[src/hw/xpc_pkg.sv]
// Shared constants and types for the crosspoint latch host controller.
package xpc_pkg;

   // Core clock period and host-side pin timing, in nanoseconds.
   localparam int unsigned CLK_PERIOD_NS = 40;
   localparam int unsigned SETUP_NS = 40;
   localparam int unsigned PULSE_NS = 80;
   localparam int unsigned HOLD_NS = 40;
   localparam int unsigned ACCESS_NS = 120;
   localparam int unsigned BREAK_MAKE_NS = 10;
   localparam int unsigned SYNC_STAGES = 2;

   // A least time rounded up to whole cycles, never below one.
   function automatic int unsigned min_cyc(input int unsigned ns);
      int unsigned c;
      c = (ns + CLK_PERIOD_NS - 1) / CLK_PERIOD_NS;
      return (c == 0) ? 1 : c;
   endfunction

   // Counter load values: phase length in cycles minus one.
   localparam logic [7:0] SETUP_LD = 8'(min_cyc(SETUP_NS) - 1);
   localparam logic [7:0] PULSE_LD = 8'(min_cyc(PULSE_NS) - 1);
   localparam logic [7:0] HOLD_LD = 8'(min_cyc(HOLD_NS) - 1);
   localparam logic [7:0] SETTLE_LD = 8'(min_cyc(HOLD_NS) + min_cyc(BREAK_MAKE_NS) - 1);
   localparam logic [7:0] READ_LD = 8'(min_cyc(ACCESS_NS) + SYNC_STAGES - 1);

   // Host commands.
   typedef enum logic [2:0] {
      OP_WRITE = 3'h0,
      OP_DIRECT = 3'h1,
      OP_COMMIT = 3'h2,
      OP_READ = 3'h3,
      OP_CLEAR = 3'h4
   } xpc_op_e;

   // Sequencer phases.
   typedef enum logic [1:0] {
      ST_IDLE = 2'h0,
      ST_SETUP = 2'h1,
      ST_PULSE = 2'h2,
      ST_HOLD = 2'h3
   } xpc_state_e;

   typedef struct packed {
      xpc_op_e op;
      logic [1:0] x_line_addr;
      logic [2:0] y_line_addr;
      logic data;
   } xpc_cmd_s;

   typedef struct packed {
      logic cs_n;
      logic rw;
      logic [1:0] x_line_addr;
      logic [2:0] y_line_addr;
      logic data_out;
      logic data_oe;
      logic first_stage_load_n;
      logic second_stage_transfer_n;
      logic latch_clear_n;
   } xpc_pins_s;

   // Quiet bus: deselected, read direction, data released, strobes and clear inactive.
   localparam xpc_pins_s PINS_IDLE = '{cs_n: 1'b1, rw: 1'b1, x_line_addr: 2'h0,
      y_line_addr: 3'h0, data_out: 1'b0, data_oe: 1'b0, first_stage_load_n: 1'b1,
      second_stage_transfer_n: 1'b1, latch_clear_n: 1'b1};

endpackage

[src/hw/xpc_host.sv]
// Host-side sequencer that drives the crosspoint latch pins from a command port.
// Summary of operation
// - Written data 1 closes the node, 0 opens it.
// - Write: select and read/write low, clear high, pulse first-stage strobe.
// - Direct update: hold first-stage strobe low and pulse second-stage strobe.
// - Batch update: write with second strobe high, then pulse it once.
module xpc_host (
   input wire logic i_core_clk,
   input wire logic i_nrst,
   input wire logic i_cmd_valid,
   input xpc_pkg::xpc_cmd_s i_cmd,
   output logic o_cmd_ready,
   output logic o_rd_valid,
   output logic o_rd_data,
   input wire logic i_data_in,
   output xpc_pkg::xpc_pins_s o_pins
);

   xpc_pkg::xpc_state_e state_r, state_nxt;
   logic [7:0] cnt_r, cnt_nxt;
   xpc_pkg::xpc_cmd_s cmd_r, cmd_nxt;
   xpc_pkg::xpc_pins_s pins_r, pins_nxt;
   logic ready_r, ready_nxt;
   logic rd_valid_r, rd_valid_nxt;
   logic rd_data_r, rd_data_nxt;
   logic data_meta_r, data_sync_r;

   // The data pin comes from another chip, so it passes two flops before use.
   always_ff @(posedge i_core_clk or negedge i_nrst) begin
      if (!i_nrst) begin
         data_meta_r <= 1'b0;
         data_sync_r <= 1'b0;
      end else begin
         data_meta_r <= i_data_in;
         data_sync_r <= data_meta_r;
      end
   end

   // Sequencer: setup, strobe pulse (or read access wait), hold, then back to idle.
   always_comb begin
      state_nxt = state_r;
      cnt_nxt = cnt_r;
      cmd_nxt = cmd_r;
      pins_nxt = pins_r;
      ready_nxt = ready_r;
      rd_valid_nxt = 1'b0;
      rd_data_nxt = rd_data_r;
      unique case (state_r)
         xpc_pkg::ST_IDLE: begin
            if (i_cmd_valid && ready_r) begin
               cmd_nxt = i_cmd;
               ready_nxt = 1'b0;
               state_nxt = xpc_pkg::ST_SETUP;
               cnt_nxt = xpc_pkg::SETUP_LD;
               pins_nxt = xpc_pkg::PINS_IDLE;
               pins_nxt.x_line_addr = i_cmd.x_line_addr;
               pins_nxt.y_line_addr = i_cmd.y_line_addr;
               if (i_cmd.op == xpc_pkg::OP_WRITE || i_cmd.op == xpc_pkg::OP_DIRECT) begin
                  // Turn the bus round to write before any strobe moves.
                  pins_nxt.cs_n = 1'b0;
                  pins_nxt.rw = 1'b0;
                  pins_nxt.data_out = i_cmd.data;
                  pins_nxt.data_oe = 1'b1;
               end else if (i_cmd.op == xpc_pkg::OP_READ) begin
                  pins_nxt.cs_n = 1'b0;
                  pins_nxt.rw = 1'b1;
               end
            end
         end
         xpc_pkg::ST_SETUP: begin
            if (cnt_r == 8'h00) begin
               state_nxt = xpc_pkg::ST_PULSE;
               cnt_nxt = (cmd_r.op == xpc_pkg::OP_READ) ? xpc_pkg::READ_LD : xpc_pkg::PULSE_LD;
               unique case (cmd_r.op)
                  xpc_pkg::OP_WRITE: pins_nxt.first_stage_load_n = 1'b0;
                  xpc_pkg::OP_DIRECT: begin
                     // Both stages transparent, so the node follows the data pin.
                     pins_nxt.first_stage_load_n = 1'b0;
                     pins_nxt.second_stage_transfer_n = 1'b0;
                  end
                  xpc_pkg::OP_COMMIT: pins_nxt.second_stage_transfer_n = 1'b0;
                  xpc_pkg::OP_CLEAR: pins_nxt.latch_clear_n = 1'b0;
                  default: pins_nxt.first_stage_load_n = 1'b1;
               endcase
            end else begin
               cnt_nxt = cnt_r - 8'h01;
            end
         end
         xpc_pkg::ST_PULSE: begin
            if (cnt_r == 8'h00) begin
               // Address and data stay put past the rising edge so the latch freezes them.
               pins_nxt.first_stage_load_n = 1'b1;
               pins_nxt.second_stage_transfer_n = 1'b1;
               pins_nxt.latch_clear_n = 1'b1;
               state_nxt = xpc_pkg::ST_HOLD;
               // A commit gets extra settle time to cover the break-before-make gap; a direct update does not.
               cnt_nxt = (cmd_r.op == xpc_pkg::OP_COMMIT) ? xpc_pkg::SETTLE_LD
                  : xpc_pkg::HOLD_LD;
               if (cmd_r.op == xpc_pkg::OP_READ) begin
                  rd_data_nxt = data_sync_r;
                  rd_valid_nxt = 1'b1;
               end
            end else begin
               cnt_nxt = cnt_r - 8'h01;
            end
         end
         xpc_pkg::ST_HOLD: begin
            if (cnt_r == 8'h00) begin
               pins_nxt = xpc_pkg::PINS_IDLE;
               ready_nxt = 1'b1;
               state_nxt = xpc_pkg::ST_IDLE;
            end else begin
               cnt_nxt = cnt_r - 8'h01;
            end
         end
      endcase
   end

   // Sequencer registers; the pins come straight from flops to avoid glitching strobes.
   always_ff @(posedge i_core_clk or negedge i_nrst) begin
      if (!i_nrst) begin
         state_r <= xpc_pkg::ST_IDLE;
         cnt_r <= 8'h00;
         cmd_r <= '0;
         pins_r <= xpc_pkg::PINS_IDLE;
         ready_r <= 1'b1;
         rd_valid_r <= 1'b0;
         rd_data_r <= 1'b0;
      end else begin
         state_r <= state_nxt;
         cnt_r <= cnt_nxt;
         cmd_r <= cmd_nxt;
         pins_r <= pins_nxt;
         ready_r <= ready_nxt;
         rd_valid_r <= rd_valid_nxt;
         rd_data_r <= rd_data_nxt;
      end
   end

   // Outputs are the registers themselves.
   assign o_pins = pins_r;
   assign o_cmd_ready = ready_r;
   assign o_rd_valid = rd_valid_r;
   assign o_rd_data = rd_data_r;
endmodule // xpc_host

[config.mk]
export PLATFORM = sky130hd
export DESIGN_NAME = xpc_host
export DESIGN_NICKNAME = d
export VERILOG_FILES = /design/src/hw/xpc_pkg.sv /design/src/hw/xpc_host.sv
export SDC_FILE = /design/constraint.sdc
export NUM_CORES = 1
export LEC_CHECK = 0
export BUFFER_PORTS_ARGS = -buffer_cell sky130_fd_sc_hd__buf_2
export CORE_ASPECT_RATIO = 1.5
export CORE_UTILIZATION = 55
export CTS_CLUSTER_SIZE = 14
export DETAILED_ROUTE_END_ITERATION = 6
export PLACE_DENSITY_LB_ADDON = 0.3
export SYNTH_ARGS = -nofsm -noshare
export SYNTH_HDL_FRONTEND = slang
export SYNTH_SLANG_ARGS = --single-unit
[constraint.sdc]
create_clock -name i_core_clk -period 2.4 [get_ports i_core_clk]
set_input_delay 0.12 -clock i_core_clk [delete_from_list [all_inputs] [get_ports i_core_clk]]
set_output_delay 0.12 -clock i_core_clk [all_outputs]
set_load 0.02 [all_outputs]
Word-level counts from Yosys, hierarchy flattened
Index checks and enable logic that the tools add are counted.
Widths: inputs -> output; s select.

word-level totals
  register bits after elaboration = 30
  bits in latches = 0
  RAM bits = 0
  ROM bits = 0
  input port bits = 13
  output and inout bits = 15
  logic and storage cells = 83
  memories = 0

cells by class
  $add $sub $neg = 1
  multipliers = 0
  div/mod/pow operators = 0
  magnitude comparators = 0
  equality and inequality tests = 17
  shifts and indexed selects = 0
  mux-type cells = 30
  bitwise logic cells = 0
  reduce and logical (&&, ||, !) cells = 18

operators with widths
  cell                 number
  $mux 8               4
  $pmux 8 s4           1
  $mux 12              2
  $pmux 9 s2           1
  $reduce_and 5->1     3
  $mux 2               7
  $ne 2x2->1 const B   7
  $pmux 3 s4           1
  $eq 3x2->1 const B   3
  $mux 3               3
  $logic_not 8->1      1
  $mux 1               8
  $pmux 2 s4           1
  $sub 8x1->8 const B  1
  $eq 3x1->1 const B   2
  $logic_not 3->1      2
  $reduce_and 3->1     2
  $reduce_or 2->1      3
  $eq 2x2->1 const B   2
  $pmux 1 s2           2
  $reduce_and 2->1     2
  $reduce_and 4->1     1
  $eq 3x3->1 const B   1
  $eq 2x1->1 const B   1
  5 further kinds      5

Longest topological paths before layout
Gate-level depths: netlist (run 1).

  word-level depth = 5
  mapped depth = 7
  gate-level depth less buffers = 6

Least setup slack after synthesis (run 1)
No wires, ideal clock.

  path type = register to register
  start point = register cnt_r[0]
  end point = register rd_data_r (netlist: o_rd_data)
  library setup time = 0.125 ns
  arrival = 1.678 ns
  data required time = 2.275 ns
  slack = 0.597 ns
  stages on the path, launching flop included = 7
  path buffers = 0
  period minus slack after synthesis = 1.803 ns
  cells stage by stage = dfrtp_1 -> inv_1 -> ha_1 -> nor3b_1 -> and2_4 -> and3_4 -> mux2_4

between the ends
  cells in the longest elaborated chain, start to end = 2

ends and longest elaborated chain
  what                        RTL line         RTL
  start: declaration          xpc_host.sv:20   logic [7:0] cnt_r, cnt_nxt;
  start signal: assignment    xpc_host.sv:131  cnt_r <= cnt_nxt;
  $logic_not 8->1             xpc_host.sv:90   if (cnt_r == 8'h00) begin
  $reduce_and 3->1 (no line)  --
  end signal: assignment      xpc_host.sv:136  rd_data_r <= rd_data_nxt;
  end: declaration            xpc_host.sv:25   logic rd_data_r, rd_data_nxt;

Every way passes these cells.
A chain may end at the register's enable or synchronous reset.

Final worst setup path (run 1)
  start point = register state_r[0]
  end point = register cnt_r[5]

between the ends
  cells in the longest elaborated chain, start to end = 3
  elaborated cells on any way between the ends = 8
  those cells by class = eq/ne: 5; mux: 1; reduce/logical: 2

ends and longest elaborated chain
  what                                           RTL line         RTL
  start: declaration                             xpc_host.sv:19   xpc_pkg::xpc_state_e state_r, state_nxt;
  start signal: assignment                       xpc_host.sv:122  state_r <= xpc_pkg::ST_IDLE;
  start signal: assignment                       xpc_host.sv:130  state_r <= state_nxt;
  $eq 2x2->1 or $logic_not 2->1 (tied branches)  xpc_host.sv:48   unique case (state_r)
  $ne 2x2->1 (no line)                           --
  $reduce_and 2->1 (no line)                     --

Parallel ways exist; a longest one is shown, timed or not.

==> run_summary.xml, run 1 <==
<?xml version="1.0" encoding="UTF-8"?>
<metrics>
  <group name="timing">
    <metric name="finalSetupViolations" unit="">0</metric>
    <metric name="slew_headroom" unit="%">58.9</metric>
    <metric name="fmaxAchievable" unit="GHz">0.475</metric>
    <metric name="worst_clock_skew" unit="ps">6.78</metric>
    <metric name="post-route-period-util" unit="%">87.7</metric>
    <metric name="worst-slew-pin-transition" unit="ps">617</metric>
    <metric name="fin_ws" unit="ps">296</metric>
    <metric name="setup-tns-final" unit="ps">0</metric>
    <metric name="holdWs" unit="ps">76.0</metric>
    <metric name="maxSlewViolCount" unit="">0</metric>
    <metric name="unrepaired_setup_endpoints_after_global_routing" unit="">false</metric>
    <metric name="final.min_clock_period" unit="ps">2100</metric>
    <metric name="hold_viol_final" unit="">0</metric>
  </group>
  <group name="placement">
    <metric name="globalplace.congestion" unit="">0.867</metric>
    <metric name="place_ws" unit="ps">324</metric>
    <metric name="numPortBuffers" unit="">27</metric>
    <metric name="dpl.hpwl" unit="um">2540</metric>
  </group>
  <group name="critical_path">
    <metric name="cp-start-kind" unit="">flip-flop</metric>
    <metric name="worst-endpoint-arrival" unit="ps">2300</metric>
    <metric name="rr_endpoint" unit="">cnt_r[5]</metric>
    <metric name="worstPathCellList" unit="">inv_1 -&gt; ha_1 -&gt; a21bo_1 -&gt; nand3_1 -&gt; or3_1 -&gt; a22oi_1</metric>
    <metric name="number_of_cells_on_the_worst_reg_to_reg_path" unit="">6</metric>
    <metric name="timing.critical_path.to_type" unit="">flip-flop</metric>
    <metric name="worst-endpoint-required" unit="ps">2600</metric>
    <metric name="r2r_setup_slack" unit="ps">300</metric>
    <metric name="slowest_delay" unit="ps">560</metric>
    <metric name="slowest_stage" unit="">sky130_fd_sc_hd__a21bo_1</metric>
    <metric name="setup.worst_path.class" unit="">reg2reg</metric>
    <metric name="critPathTopFamily" unit="">compound AO/OA/AOI/OAI gates</metric>
    <metric name="r2r_start" unit="">state_r[0]</metric>
    <metric name="crit_fanout" unit="">16</metric>
    <metric name="cp.buffers_inverters" unit="">1</metric>
  </group>
  <group name="worst_hold_path">
    <metric name="worst_hold_startpoint" unit="">i_cmd[0]</metric>
    <metric name="holdPathStages" unit="">3</metric>
    <metric name="hold_path_end" unit="">o_pins[4]</metric>
    <metric name="worstHoldPathType" unit="">in2reg</metric>
  </group>
  <group name="cts">
    <metric name="tritoncts" unit="">yes</metric>
    <metric name="htreeDepth" unit="">2</metric>
    <metric name="clkLatencyLatePin" unit="ps">280</metric>
    <metric name="clkSinkCount" unit="">30</metric>
    <metric name="clock-root-buffer" unit="">sky130_fd_sc_hd__clkbuf_8</metric>
    <metric name="cts_resized" unit="">0</metric>
    <metric name="cts_buffers" unit="">5</metric>
    <metric name="cts.clk_slew.worst_paths" unit="ps">70</metric>
    <metric name="cts_buffer_depth" unit="">2</metric>
    <metric name="post_cts.repair.setup_buffers" unit="">0</metric>
  </group>
  <group name="routing">
    <metric name="post_drt_wl_per_cell" unit="um">14.9</metric>
    <metric name="drc" unit="">0</metric>
    <metric name="number_of_vias_per_cell" unit="">5.64</metric>
    <metric name="drt-initial-drc-count" unit="">56</metric>
    <metric name="vias" unit="">1291</metric>
    <metric name="detail_route.first_pass.iterations" unit="">4</metric>
    <metric name="finalWirelength" unit="um">3400</metric>
    <metric name="final_ant_viol_nets" unit="">0</metric>
  </group>
  <group name="synthesis">
    <metric name="avgSynthCellArea" unit="um^2">10.5</metric>
    <metric name="synthArstFlopShare" unit="%">100</metric>
    <metric name="area_share_of_the_largest_cell_type_after_synthesis" unit="%">36.5</metric>
    <metric name="yosys.area_share.simple" unit="%">16.1</metric>
    <metric name="yosys-top-cells-area" unit="">sky130_fd_sc_hd__dfrtp_1, sky130_fd_sc_hd__dfstp_2, sky130_fd_sc_hd__ha_1, sky130_fd_sc_hd__o21ai_0, sky130_fd_sc_hd__inv_1</metric>
    <metric name="synth_top_cells_by_count" unit="">sky130_fd_sc_hd__dfrtp_1, sky130_fd_sc_hd__inv_1, sky130_fd_sc_hd__o21ai_0</metric>
    <metric name="postSynthRegisterBits" unit="">30</metric>
    <metric name="yosysMostFrequentCell" unit="">sky130_fd_sc_hd__dfrtp_1</metric>
    <metric name="syn-instance-count" unit="">156</metric>
    <metric name="synth-adder-area-share" unit="%">5.33</metric>
    <metric name="synth-compound-area-share" unit="%">17.8</metric>
    <metric name="synth_top_flop_cell" unit="">sky130_fd_sc_hd__dfrtp_1</metric>
    <metric name="post_synth_num_cell_types" unit="">46</metric>
    <metric name="seq_total_area_yosys" unit="%">46.1</metric>
    <metric name="synth.mux.area_fraction" unit="%">7.00</metric>
    <metric name="synth_fp_nets" unit="">176</metric>
    <metric name="synth-xor-area-share" unit="%">2.66</metric>
    <metric name="synth_top_family_by_area" unit="">compound AO/OA/AOI/OAI gates</metric>
    <metric name="synth_area" unit="mm^2">0.00164</metric>
    <metric name="synth-edff-count" unit="">0</metric>
    <metric name="synthDominantAreaCellType" unit="">sky130_fd_sc_hd__dfrtp_1</metric>
    <metric name="yosysWarnings" unit="">0</metric>
  </group>
  <group name="pwr">
    <metric name="ir_worst_vdd" unit="mV">0.825</metric>
    <metric name="total_power_per_unit_cell_area" unit="mW/mm^2">1520</metric>
    <metric name="power.leakage" unit="uW">0.000915</metric>
  </group>
  <group name="floorplan">
    <metric name="core_area" unit="mm^2">0.00276</metric>
    <metric name="design.portCount" unit="">28</metric>
    <metric name="die_y" unit="um">69.0</metric>
    <metric name="fp.dieArea" unit="mm^2">0.00322</metric>
    <metric name="chipWidth" unit="um">46.6</metric>
    <metric name="rows" unit="">23</metric>
    <metric name="floorplan.initialDensity" unit="%">59.5</metric>
  </group>
  <group name="global_route">
    <metric name="grt_util_all_layers" unit="%">24.3</metric>
    <metric name="grt_pass1_wl" unit="um">5440</metric>
    <metric name="antenna_found_initial" unit="">0</metric>
    <metric name="remaining_global_route_overflow" unit="">0</metric>
    <metric name="largest_net_degree_at_the_start_of_global_routing" unit="">31</metric>
    <metric name="grt_pass1_vias" unit="">1224</metric>
  </group>
  <group name="final_layout">
    <metric name="syn_to_final_growth" unit="%">19.5</metric>
    <metric name="fraction_of_final_layout_cells_with_drive_strength_greater_than_1" unit="%">30.7</metric>
    <metric name="final_nets" unit="">211</metric>
    <metric name="final_core_utilization" unit="%">71.1</metric>
    <metric name="antenna_cells" unit="">0</metric>
  </group>
  <group name="run">
    <metric name="drv_cap" unit="">0</metric>
  </group>
  <group name="run_status">
    <metric name="run_status" unit="">finished, final reports clean</metric>
  </group>
</metrics>
## through the flow
step / area, um^2 / power (uW) / instances
floorplan: 1640 / 2060 / 156
global placement: 1830 / 2400 / 219
detailed placement: 1830 / 2480 / 219
CTS: 1960 / 2990 / 229
global route: 1960 / 3190 / 229
finish: 1960 / 2980 / 229
## worst max path at each step
stage	start	end	slack, ps	cells after the start
after floorplan	cnt_r[0]	o_rd_data	600	6
after global placement	state_r[0]	cnt_r[5]	470	6
after detailed placement	state_r[0]	cnt_r[5]	320	6
after CTS	state_r[0]	cnt_r[5]	310	6
after global routing	state_r[0]	cnt_r[5]	120	6
final	state_r[0]	cnt_r[5]	300	6
## placed cells by master (no fill, tap or decap), drive strengths merged, types with 2 or more instances in the layout
cell	count
a211o	2
a211oi	4
a21boi	2
a21oi	11
a22oi	2
buf	30
clkbuf	5
clkinvlp	2
dfrtp	24
dfstp	6
dlygate4sd3	2
ha	7
inv	17
mux2	6
mux2i	4
nand2	4
nand3	2
nand4b	6
nor2	9
nor3	3
nor4	2
o21ai	15
o22ai	2
or3	3
xnor2	4
## timing repair
action                     in CTS  in global routing
hold buffers                    2                  0
hold endpoints to repair       25                  0
setup endpoints to repair       0                  0
## registers in the layout, indices dropped and copies added, names as in the netlist, 2 cells and up
register  flops
cmd_r         3
state_r       2
cnt_r         8
o_pins       12
## report_power, final
| part | total [uW] | internal (uW) | switching, uW |
|---|---|---|---|
| registers | 892 | 721 | 171 |
| clock network | 503 | 308 | 195 |
| logic | 1580 | 679 | 905 |
| total | 2980 | 1710 | 1270 |
## worst register-to-register path, stage by stage, from the launching register on
cell and delay (ps):
sky130_fd_sc_hd__dfrtp_1 400, sky130_fd_sc_hd__inv_1 100, sky130_fd_sc_hd__ha_1 330, sky130_fd_sc_hd__a21bo_1 560, sky130_fd_sc_hd__nand3_1 160, sky130_fd_sc_hd__or3_1 330
sky130_fd_sc_hd__a22oi_1 150
## cell families (layout without fill, tap and decap cells)
| logic type | Yosys count | after routing |
|---|---|---|
| adder cells (fa/ha/maj) | 7 | 7 |
| AND/OR/NAND/NOR | 39 | 39 |
| multiplexers | 10 | 10 |
| buffers and inverters | 21 | 57 |
| flip-flops | 30 | 30 |
| XOR/XNOR | 5 | 5 |
| AO/OA/AOI/OAI | 44 | 44 |
## area by class of cell
class	count	area (um^2)
multi-input cells	105	805
well taps	37	46.3
fillers	218	798
clock buffers	5	68.8
inverters	17	63.8
flip-flops and latches	30	758
repair buffers	32	178
clock inverters	3	45.0
## layer usage
| metal | part of all wire (%) | track usage, % | vias to the layer above |
|---|---|---|---|
| met4 | 3.2 | 11.4 | 0 |
| li1 | - | - | 629 |
| met1 | 40 | 26.1 | 620 |
| met2 | 53 | 41.8 | 30 |
| met3 | 3.2 | 7.81 | 12 |
| met5 | 0 | 0 | - |
Power figures use the tool's default switching activity.
==> run 2: changes to the inputs <==
--- a/config.mk
+++ b/config.mk
@@ -5,11 +5,12 @@
 export SDC_FILE = /design/constraint.sdc
 export NUM_CORES = 1
 export LEC_CHECK = 0
-export BUFFER_PORTS_ARGS = -buffer_cell sky130_fd_sc_hd__buf_2
+export BUFFER_PORTS_ARGS = -buffer_cell sky130_fd_sc_hd__buf_4
 export CORE_ASPECT_RATIO = 1.5
 export CORE_UTILIZATION = 55
 export CTS_CLUSTER_SIZE = 14
 export DETAILED_ROUTE_END_ITERATION = 6
+export MAX_ROUTING_LAYER = met4
 export PLACE_DENSITY_LB_ADDON = 0.3
 export SYNTH_ARGS = -nofsm -noshare
 export SYNTH_HDL_FRONTEND = slang
==> run 2 against run 1 <==
  * Critical endpoint unchanged
  * Die area stayed put
  * Setup slack worse by 23 ps
  * Combinational power is 5% higher
  * First-iteration DRC count is 54% lower
  * Largest power group unchanged
  * Utilization is 1.8 points higher
  * Sequential power hardly changed
  * Maximum frequency is 1.1% lower
  * Sequential share of layout area is 0.94 points lower
  * Clock skew is 1.2 ps higher
  * Cell count stayed put
  * Sequential cell count stayed put
==> run_summary.xml, run 2 (same netlist as run 1, synthesis figures left out) <==
<?xml version="1.0" encoding="UTF-8"?>
<metrics>
  <group name="global_route">
    <metric name="grt_pass1_wl" unit="um">5800</metric>
    <metric name="remaining_global_route_overflow" unit="">0</metric>
    <metric name="antenna_found_initial" unit="">0</metric>
    <metric name="largest_net_degree_at_the_start_of_global_routing" unit="">31</metric>
    <metric name="grt_util_all_layers" unit="%">27.0</metric>
    <metric name="grt_pass1_vias" unit="">1269</metric>
  </group>
  <group name="floorplan">
    <metric name="design.portCount" unit="">28</metric>
    <metric name="floorplan.initialDensity" unit="%">59.5</metric>
    <metric name="rows" unit="">23</metric>
    <metric name="chipWidth" unit="um">46.6</metric>
    <metric name="die_y" unit="um">69.0</metric>
    <metric name="core_area" unit="mm^2">0.00276</metric>
    <metric name="fp.dieArea" unit="mm^2">0.00322</metric>
  </group>
  <group name="cts">
    <metric name="clkLatencyLatePin" unit="ps">290</metric>
    <metric name="cts_buffer_depth" unit="">2</metric>
    <metric name="post_cts.repair.setup_buffers" unit="">0</metric>
    <metric name="cts_hold_repair.buffers" unit="">2</metric>
    <metric name="cts_resized" unit="">0</metric>
    <metric name="htreeDepth" unit="">2</metric>
    <metric name="cts_buffers" unit="">5</metric>
    <metric name="tritoncts" unit="">yes</metric>
    <metric name="clock-root-buffer" unit="">sky130_fd_sc_hd__clkbuf_8</metric>
    <metric name="clkSinkCount" unit="">30</metric>
    <metric name="cts.clk_slew.worst_paths" unit="ps">70</metric>
  </group>
  <group name="worst_hold_path">
    <metric name="worstHoldPathType" unit="">in2reg</metric>
  </group>
  <group name="final_layout">
    <metric name="fraction_of_final_layout_cells_with_drive_strength_greater_than_1" unit="%">30.7</metric>
    <metric name="mostFrequentLayoutCells" unit="">sky130_fd_sc_hd__buf_4, sky130_fd_sc_hd__dfrtp_1, sky130_fd_sc_hd__inv_1, sky130_fd_sc_hd__o21ai_0, sky130_fd_sc_hd__a21oi_1</metric>
    <metric name="largest_register_ffs" unit="">12</metric>
    <metric name="syn_to_final_growth" unit="%">22.5</metric>
    <metric name="final_nets" unit="">211</metric>
    <metric name="antenna_cells" unit="">0</metric>
    <metric name="num-fill-cells" unit="">219</metric>
    <metric name="final_common_cell" unit="">sky130_fd_sc_hd__buf_4</metric>
    <metric name="ff_latch_area" unit="um^2">758</metric>
    <metric name="final_cell_count_no_fill" unit="">229</metric>
    <metric name="multiInputGateArea" unit="um^2">805</metric>
  </group>
  <group name="routing">
    <metric name="detail_route.first_pass.iterations" unit="">4</metric>
    <metric name="number_of_vias_per_cell" unit="">5.70</metric>
    <metric name="finalWirelength" unit="um">3610</metric>
    <metric name="vias" unit="">1305</metric>
    <metric name="post_drt_wl_per_cell" unit="um">15.8</metric>
    <metric name="drc" unit="">0</metric>
    <metric name="drt-initial-drc-count" unit="">26</metric>
    <metric name="final_ant_viol_nets" unit="">0</metric>
  </group>
  <group name="run_status">
    <metric name="run_status" unit="">finished, final reports clean</metric>
  </group>
  <group name="placement">
    <metric name="globalplace.congestion" unit="">0.880</metric>
    <metric name="dpl.hpwl" unit="um">2620</metric>
    <metric name="placedCellCount" unit="">219</metric>
    <metric name="numPortBuffers" unit="">27</metric>
  </group>
  <group name="timing">
    <metric name="final.min_clock_period" unit="ps">2130</metric>
    <metric name="setup-tns-final" unit="ps">0</metric>
    <metric name="worst-slew-pin-transition" unit="ps">556</metric>
    <metric name="hold_viol_final" unit="">0</metric>
    <metric name="post-route-period-util" unit="%">88.6</metric>
    <metric name="worst_clock_skew" unit="ps">8.02</metric>
    <metric name="slew_headroom" unit="%">62.7</metric>
    <metric name="fmaxAchievable" unit="GHz">0.470</metric>
    <metric name="finalSetupViolations" unit="">0</metric>
    <metric name="unrepaired_setup_endpoints_after_global_routing" unit="">false</metric>
    <metric name="maxSlewViolCount" unit="">0</metric>
  </group>
  <group name="critical_path">
    <metric name="worst-endpoint-arrival" unit="ps">2330</metric>
    <metric name="setup.worst_path.class" unit="">reg2reg</metric>
    <metric name="cp-start-kind" unit="">flip-flop</metric>
    <metric name="timing.critical_path.to_type" unit="">flip-flop</metric>
    <metric name="crit_fanout" unit="">16</metric>
    <metric name="worst-endpoint-required" unit="ps">2600</metric>
  </group>
  <group name="pwr">
    <metric name="ir_worst_vdd" unit="mV">0.926</metric>
    <metric name="total_power_per_unit_cell_area" unit="mW/mm^2">1480</metric>
    <metric name="design_power_total" unit="uW">2980</metric>
    <metric name="power.leakage" unit="uW">0.000934</metric>
  </group>
  <group name="run">
    <metric name="drv_cap" unit="">0</metric>
  </group>
</metrics>
## run 2: changes by cell type in the layout (fill, tap and decap cells not counted)
cell                         before  now
sky130_fd_sc_hd__buf_4            3   30
sky130_fd_sc_hd__clkinv_2         0    1
sky130_fd_sc_hd__bufinv_16        1    0
sky130_fd_sc_hd__clkbuf_8         5    6
sky130_fd_sc_hd__buf_2           27    0
sky130_fd_sc_hd__clkinvlp_4       2    1
## run 2: final timing paths
| kind | start | end | slack, ps | cells past startpoint |
|---|---|---|---|---|
| max reg2reg | state_r[0] | cnt_r[5] | 270 | 6 |
| max in group asynchronous | i_nrst | o_pins[10] | 1800 | 2 |
| max | state_r[0] | cnt_r[5] | 270 | 6 |
| min reg2reg | data_meta_r | data_sync_r | 360 | 0 |
| min | i_cmd[6] | cmd_r[6] | 70 | 2 |
| min in group asynchronous | i_nrst | o_rd_valid | 290 | 2 |
## run 2: layer usage
metal  part of all wire (%)  global-route usage (%)
met5                      0                       -
met4                    3.2                    15.0
met3                    3.5                    8.07
met2                     55                    43.9
met1                     38                    28.4
## run 2: layout make-up
class	count	share of cell area, %
repair buffers	32	12.2
inverters	17	3.17
flip-flops and latches	30	37.7
clock inverters	2	0.622
multi-input cells	105	40.0
well taps	37	2.30
clock buffers	6	4.10
## run 2: worst max-delay path, cell delays in order (launching register included)
cell and delay (ps):
sky130_fd_sc_hd__dfrtp_1 390, sky130_fd_sc_hd__inv_1 100, sky130_fd_sc_hd__ha_1 320, sky130_fd_sc_hd__a21bo_1 580
sky130_fd_sc_hd__nand3_1 180, sky130_fd_sc_hd__or3_1 340, sky130_fd_sc_hd__a22oi_1 140
## run 2: stage by stage
stage / instance area (um^2) / hold slack (ps) / setup WS (ps) / util (%)
global placement: 1900 / 58.9 / 458 / 68.7
detailed placement: 1900 / 67.4 / 322 / 68.7
CTS: 2010 / 64.0 / 297 / 72.9
global route: 2010 / 70.1 / 111 / 72.9
floorplan: 1640 / -176 / 597 / -
finish: 2010 / 65.9 / 273 / 72.9
## run 2: power by group
group          internal, uW  total [uW]  leakage (uW)  switching, uW
sequential              721         895      0.000369            174
combinational           733        1660      0.000519            925
clock                   230         430     0.0000472            200
==> run 3: changes to the inputs <==
--- a/config.mk
+++ b/config.mk
@@ -11,7 +11,7 @@
 export CTS_CLUSTER_SIZE = 14
 export DETAILED_ROUTE_END_ITERATION = 6
 export MAX_ROUTING_LAYER = met4
-export PLACE_DENSITY_LB_ADDON = 0.3
+export PLACE_DENSITY = 0.78
 export SYNTH_ARGS = -nofsm -noshare
 export SYNTH_HDL_FRONTEND = slang
 export SYNTH_SLANG_ARGS = --single-unit
==> run 3 against run 2 <==
  * First-iteration DRC count decreased by 54%
  * Register-to-register slack improved by 20 ps
  * Clock-buffer cell count unchanged
  * Sequential share of layout area unchanged
  * Maximum frequency increased by 0.82%
  * Critical path type unchanged
  * Critical endpoint unchanged
  * Largest cell class unchanged
==> run_summary.xml, run 3 (same netlist as run 1, synthesis figures left out) <==
<?xml version="1.0" encoding="UTF-8"?>
<metrics>
  <group name="global_route">
    <metric name="remaining_global_route_overflow" unit="">0</metric>
    <metric name="antenna_found_initial" unit="">0</metric>
    <metric name="largest_net_degree_at_the_start_of_global_routing" unit="">31</metric>
    <metric name="grt_pass1_vias" unit="">1245</metric>
    <metric name="grt_pass1_wl" unit="um">5530</metric>
    <metric name="grt_util_all_layers" unit="%">25.6</metric>
  </group>
  <group name="floorplan">
    <metric name="fp.dieArea" unit="mm^2">0.00322</metric>
    <metric name="rows" unit="">23</metric>
    <metric name="design.portCount" unit="">28</metric>
    <metric name="die_y" unit="um">69.0</metric>
    <metric name="core_area" unit="mm^2">0.00276</metric>
    <metric name="chipWidth" unit="um">46.6</metric>
    <metric name="floorplan.initialDensity" unit="%">59.5</metric>
  </group>
  <group name="timing">
    <metric name="finalSetupViolations" unit="">0</metric>
    <metric name="maxSlewViolCount" unit="">0</metric>
    <metric name="unrepaired_setup_endpoints_after_global_routing" unit="">false</metric>
    <metric name="slew_headroom" unit="%">63.5</metric>
    <metric name="fmaxAchievable" unit="GHz">0.474</metric>
    <metric name="setup-tns-final" unit="ps">0</metric>
    <metric name="final.min_clock_period" unit="ps">2110</metric>
    <metric name="hold_viol_final" unit="">0</metric>
    <metric name="worst-slew-pin-transition" unit="ps">544</metric>
    <metric name="worst_clock_skew" unit="ps">10.1</metric>
    <metric name="post-route-period-util" unit="%">87.9</metric>
  </group>
  <group name="routing">
    <metric name="finalWirelength" unit="um">3520</metric>
    <metric name="number_of_vias_per_cell" unit="">5.66</metric>
    <metric name="final_ant_viol_nets" unit="">0</metric>
    <metric name="detail_route.first_pass.iterations" unit="">4</metric>
    <metric name="vias" unit="">1296</metric>
    <metric name="post_drt_wl_per_cell" unit="um">15.4</metric>
    <metric name="drc" unit="">0</metric>
    <metric name="drt-initial-drc-count" unit="">12</metric>
  </group>
  <group name="critical_path">
    <metric name="timing.critical_path.to_type" unit="">flip-flop</metric>
    <metric name="critical_path.startpoint" unit="">state_r[1]</metric>
    <metric name="crit_path_end" unit="">cnt_r[5]</metric>
    <metric name="r2r_start" unit="">state_r[1]</metric>
    <metric name="rr_endpoint" unit="">cnt_r[5]</metric>
    <metric name="slowest_stage" unit="">sky130_fd_sc_hd__a21bo_1</metric>
    <metric name="worst-endpoint-arrival" unit="ps">2300</metric>
    <metric name="slowest_delay" unit="ps">560</metric>
    <metric name="setup.worst_path.class" unit="">reg2reg</metric>
    <metric name="cp-start-kind" unit="">flip-flop</metric>
    <metric name="r2r_setup_slack" unit="ps">290</metric>
    <metric name="crit_fanout" unit="">16</metric>
    <metric name="worstPathCellList" unit="">inv_1 -&gt; ha_1 -&gt; a21bo_1 -&gt; nand3_1 -&gt; or3_1 -&gt; a22oi_1</metric>
    <metric name="number_of_cells_on_the_worst_reg_to_reg_path" unit="">6</metric>
    <metric name="worst-endpoint-required" unit="ps">2590</metric>
  </group>
  <group name="run">
    <metric name="drv_cap" unit="">0</metric>
  </group>
  <group name="final_layout">
    <metric name="final_common_cell" unit="">sky130_fd_sc_hd__buf_4</metric>
    <metric name="final_design_area_no_fill" unit="mm^2">0.00201</metric>
    <metric name="syn_to_final_growth" unit="%">22.5</metric>
    <metric name="antenna_cells" unit="">0</metric>
    <metric name="largest_register_ffs" unit="">12</metric>
    <metric name="final_nets" unit="">211</metric>
    <metric name="fraction_of_final_layout_cells_with_drive_strength_greater_than_1" unit="%">30.7</metric>
    <metric name="mostFrequentLayoutCells" unit="">sky130_fd_sc_hd__buf_4, sky130_fd_sc_hd__dfrtp_1, sky130_fd_sc_hd__inv_1, sky130_fd_sc_hd__o21ai_0, sky130_fd_sc_hd__a21oi_1</metric>
  </group>
  <group name="cts">
    <metric name="htreeDepth" unit="">2</metric>
    <metric name="clkSinkCount" unit="">30</metric>
    <metric name="cts_buffer_depth" unit="">2</metric>
    <metric name="clkLatencyLatePin" unit="ps">290</metric>
    <metric name="cts_buffers" unit="">5</metric>
    <metric name="clock-root-buffer" unit="">sky130_fd_sc_hd__clkbuf_8</metric>
    <metric name="post_cts.repair.setup_buffers" unit="">0</metric>
    <metric name="cts.clk_slew.worst_paths" unit="ps">70</metric>
    <metric name="tritoncts" unit="">yes</metric>
  </group>
  <group name="pwr">
    <metric name="total_switching_power" unit="uW">1270</metric>
    <metric name="total_power_per_unit_cell_area" unit="mW/mm^2">1470</metric>
    <metric name="p_comb_share" unit="%">55.2</metric>
    <metric name="cell_internal_pwr" unit="uW">1690</metric>
    <metric name="p_seq_share" unit="%">30.4</metric>
    <metric name="power.leakage" unit="uW">0.000934</metric>
    <metric name="power.switching_fraction" unit="%">43.1</metric>
    <metric name="ir_worst_vdd" unit="mV">0.857</metric>
    <metric name="share_clk_of_total_power" unit="%">14.4</metric>
  </group>
  <group name="placement">
    <metric name="dpl.hpwl" unit="um">2590</metric>
    <metric name="numPortBuffers" unit="">27</metric>
    <metric name="globalplace.congestion" unit="">0.862</metric>
    <metric name="post_dp_area" unit="mm^2">0.00190</metric>
  </group>
  <group name="worst_hold_path">
    <metric name="worstHoldPathType" unit="">in2reg</metric>
    <metric name="worst_hold_startpoint" unit="">i_cmd[6]</metric>
    <metric name="holdPathStages" unit="">2</metric>
  </group>
  <group name="run_status">
    <metric name="run_status" unit="">finished, final reports clean</metric>
  </group>
</metrics>
run 3: layer usage:
layer	share of wire, %	track usage (%)	vias up
li1	-	-	627
met1	41	27.4	628
met2	53	40.5	30
met5	0	-	-
met3	3.5	8.07	11
met4	3.1	15.0	0
run 3: cell type report:
class                           instances  area (um^2)
Sequential cell                        30          758
Timing Repair Buffer                   32          245
Clock buffer                            6         82.6
Clock inverter                          2         12.5
Fill cell                             226          749
Inverter                               17         63.8
Multi-Input combinational cell        105          805
Tap cell                               37         46.3
run 3: power groups by stage:
stage          Combinational, uW  Clock [uW]  Sequential (uW)
6_report                    1630         426              899
5_1_grt                     1800         456              925
4_1_cts                     1640         432              899
3_5_place_dp                1630           0              906
3_3_place_gp                1580           0              889
2_1_floorplan               1090           0              968
run 3: how the worst min path moves through the flow:
stage	slack, ps	end
CTS	80	cmd_r[6]
detailed placement	60	cnt_r[3]
global route	80	cmd_r[6]
finish	80	cmd_r[6]
global placement	60	cnt_r[2]
floorplan	-180	cmd_r[6]
run 3: what timing repair did:
item                      in CTS  in global routing
hold buffers                   2                  0
hold endpoints to repair      25                  0
gates resized for setup        0                  0
run 3: worst max-delay path, delay by kind of cell (launching register included):
kind | cells | cell delay [ps]
simple gates | 2 | 500
flops | 1 | 400
compound gates | 2 | 710
fa+ha+maj | 1 | 300
buf+inv | 1 | 100
run 3: per-stage QoR:
step / utilization (%) / hold slack (ps) / worst slack [ps] / power, uW / cells
floorplan: - / -176 / 597 / 2060 / 156
global placement: 68.7 / 56.6 / 452 / 2470 / 219
detailed placement: 68.7 / 61.9 / 327 / 2530 / 219
CTS: 72.9 / 76.7 / 298 / 2970 / 229
global route: 72.9 / 77.5 / 151 / 3180 / 229
finish: 72.9 / 77.8 / 290 / 2960 / 229
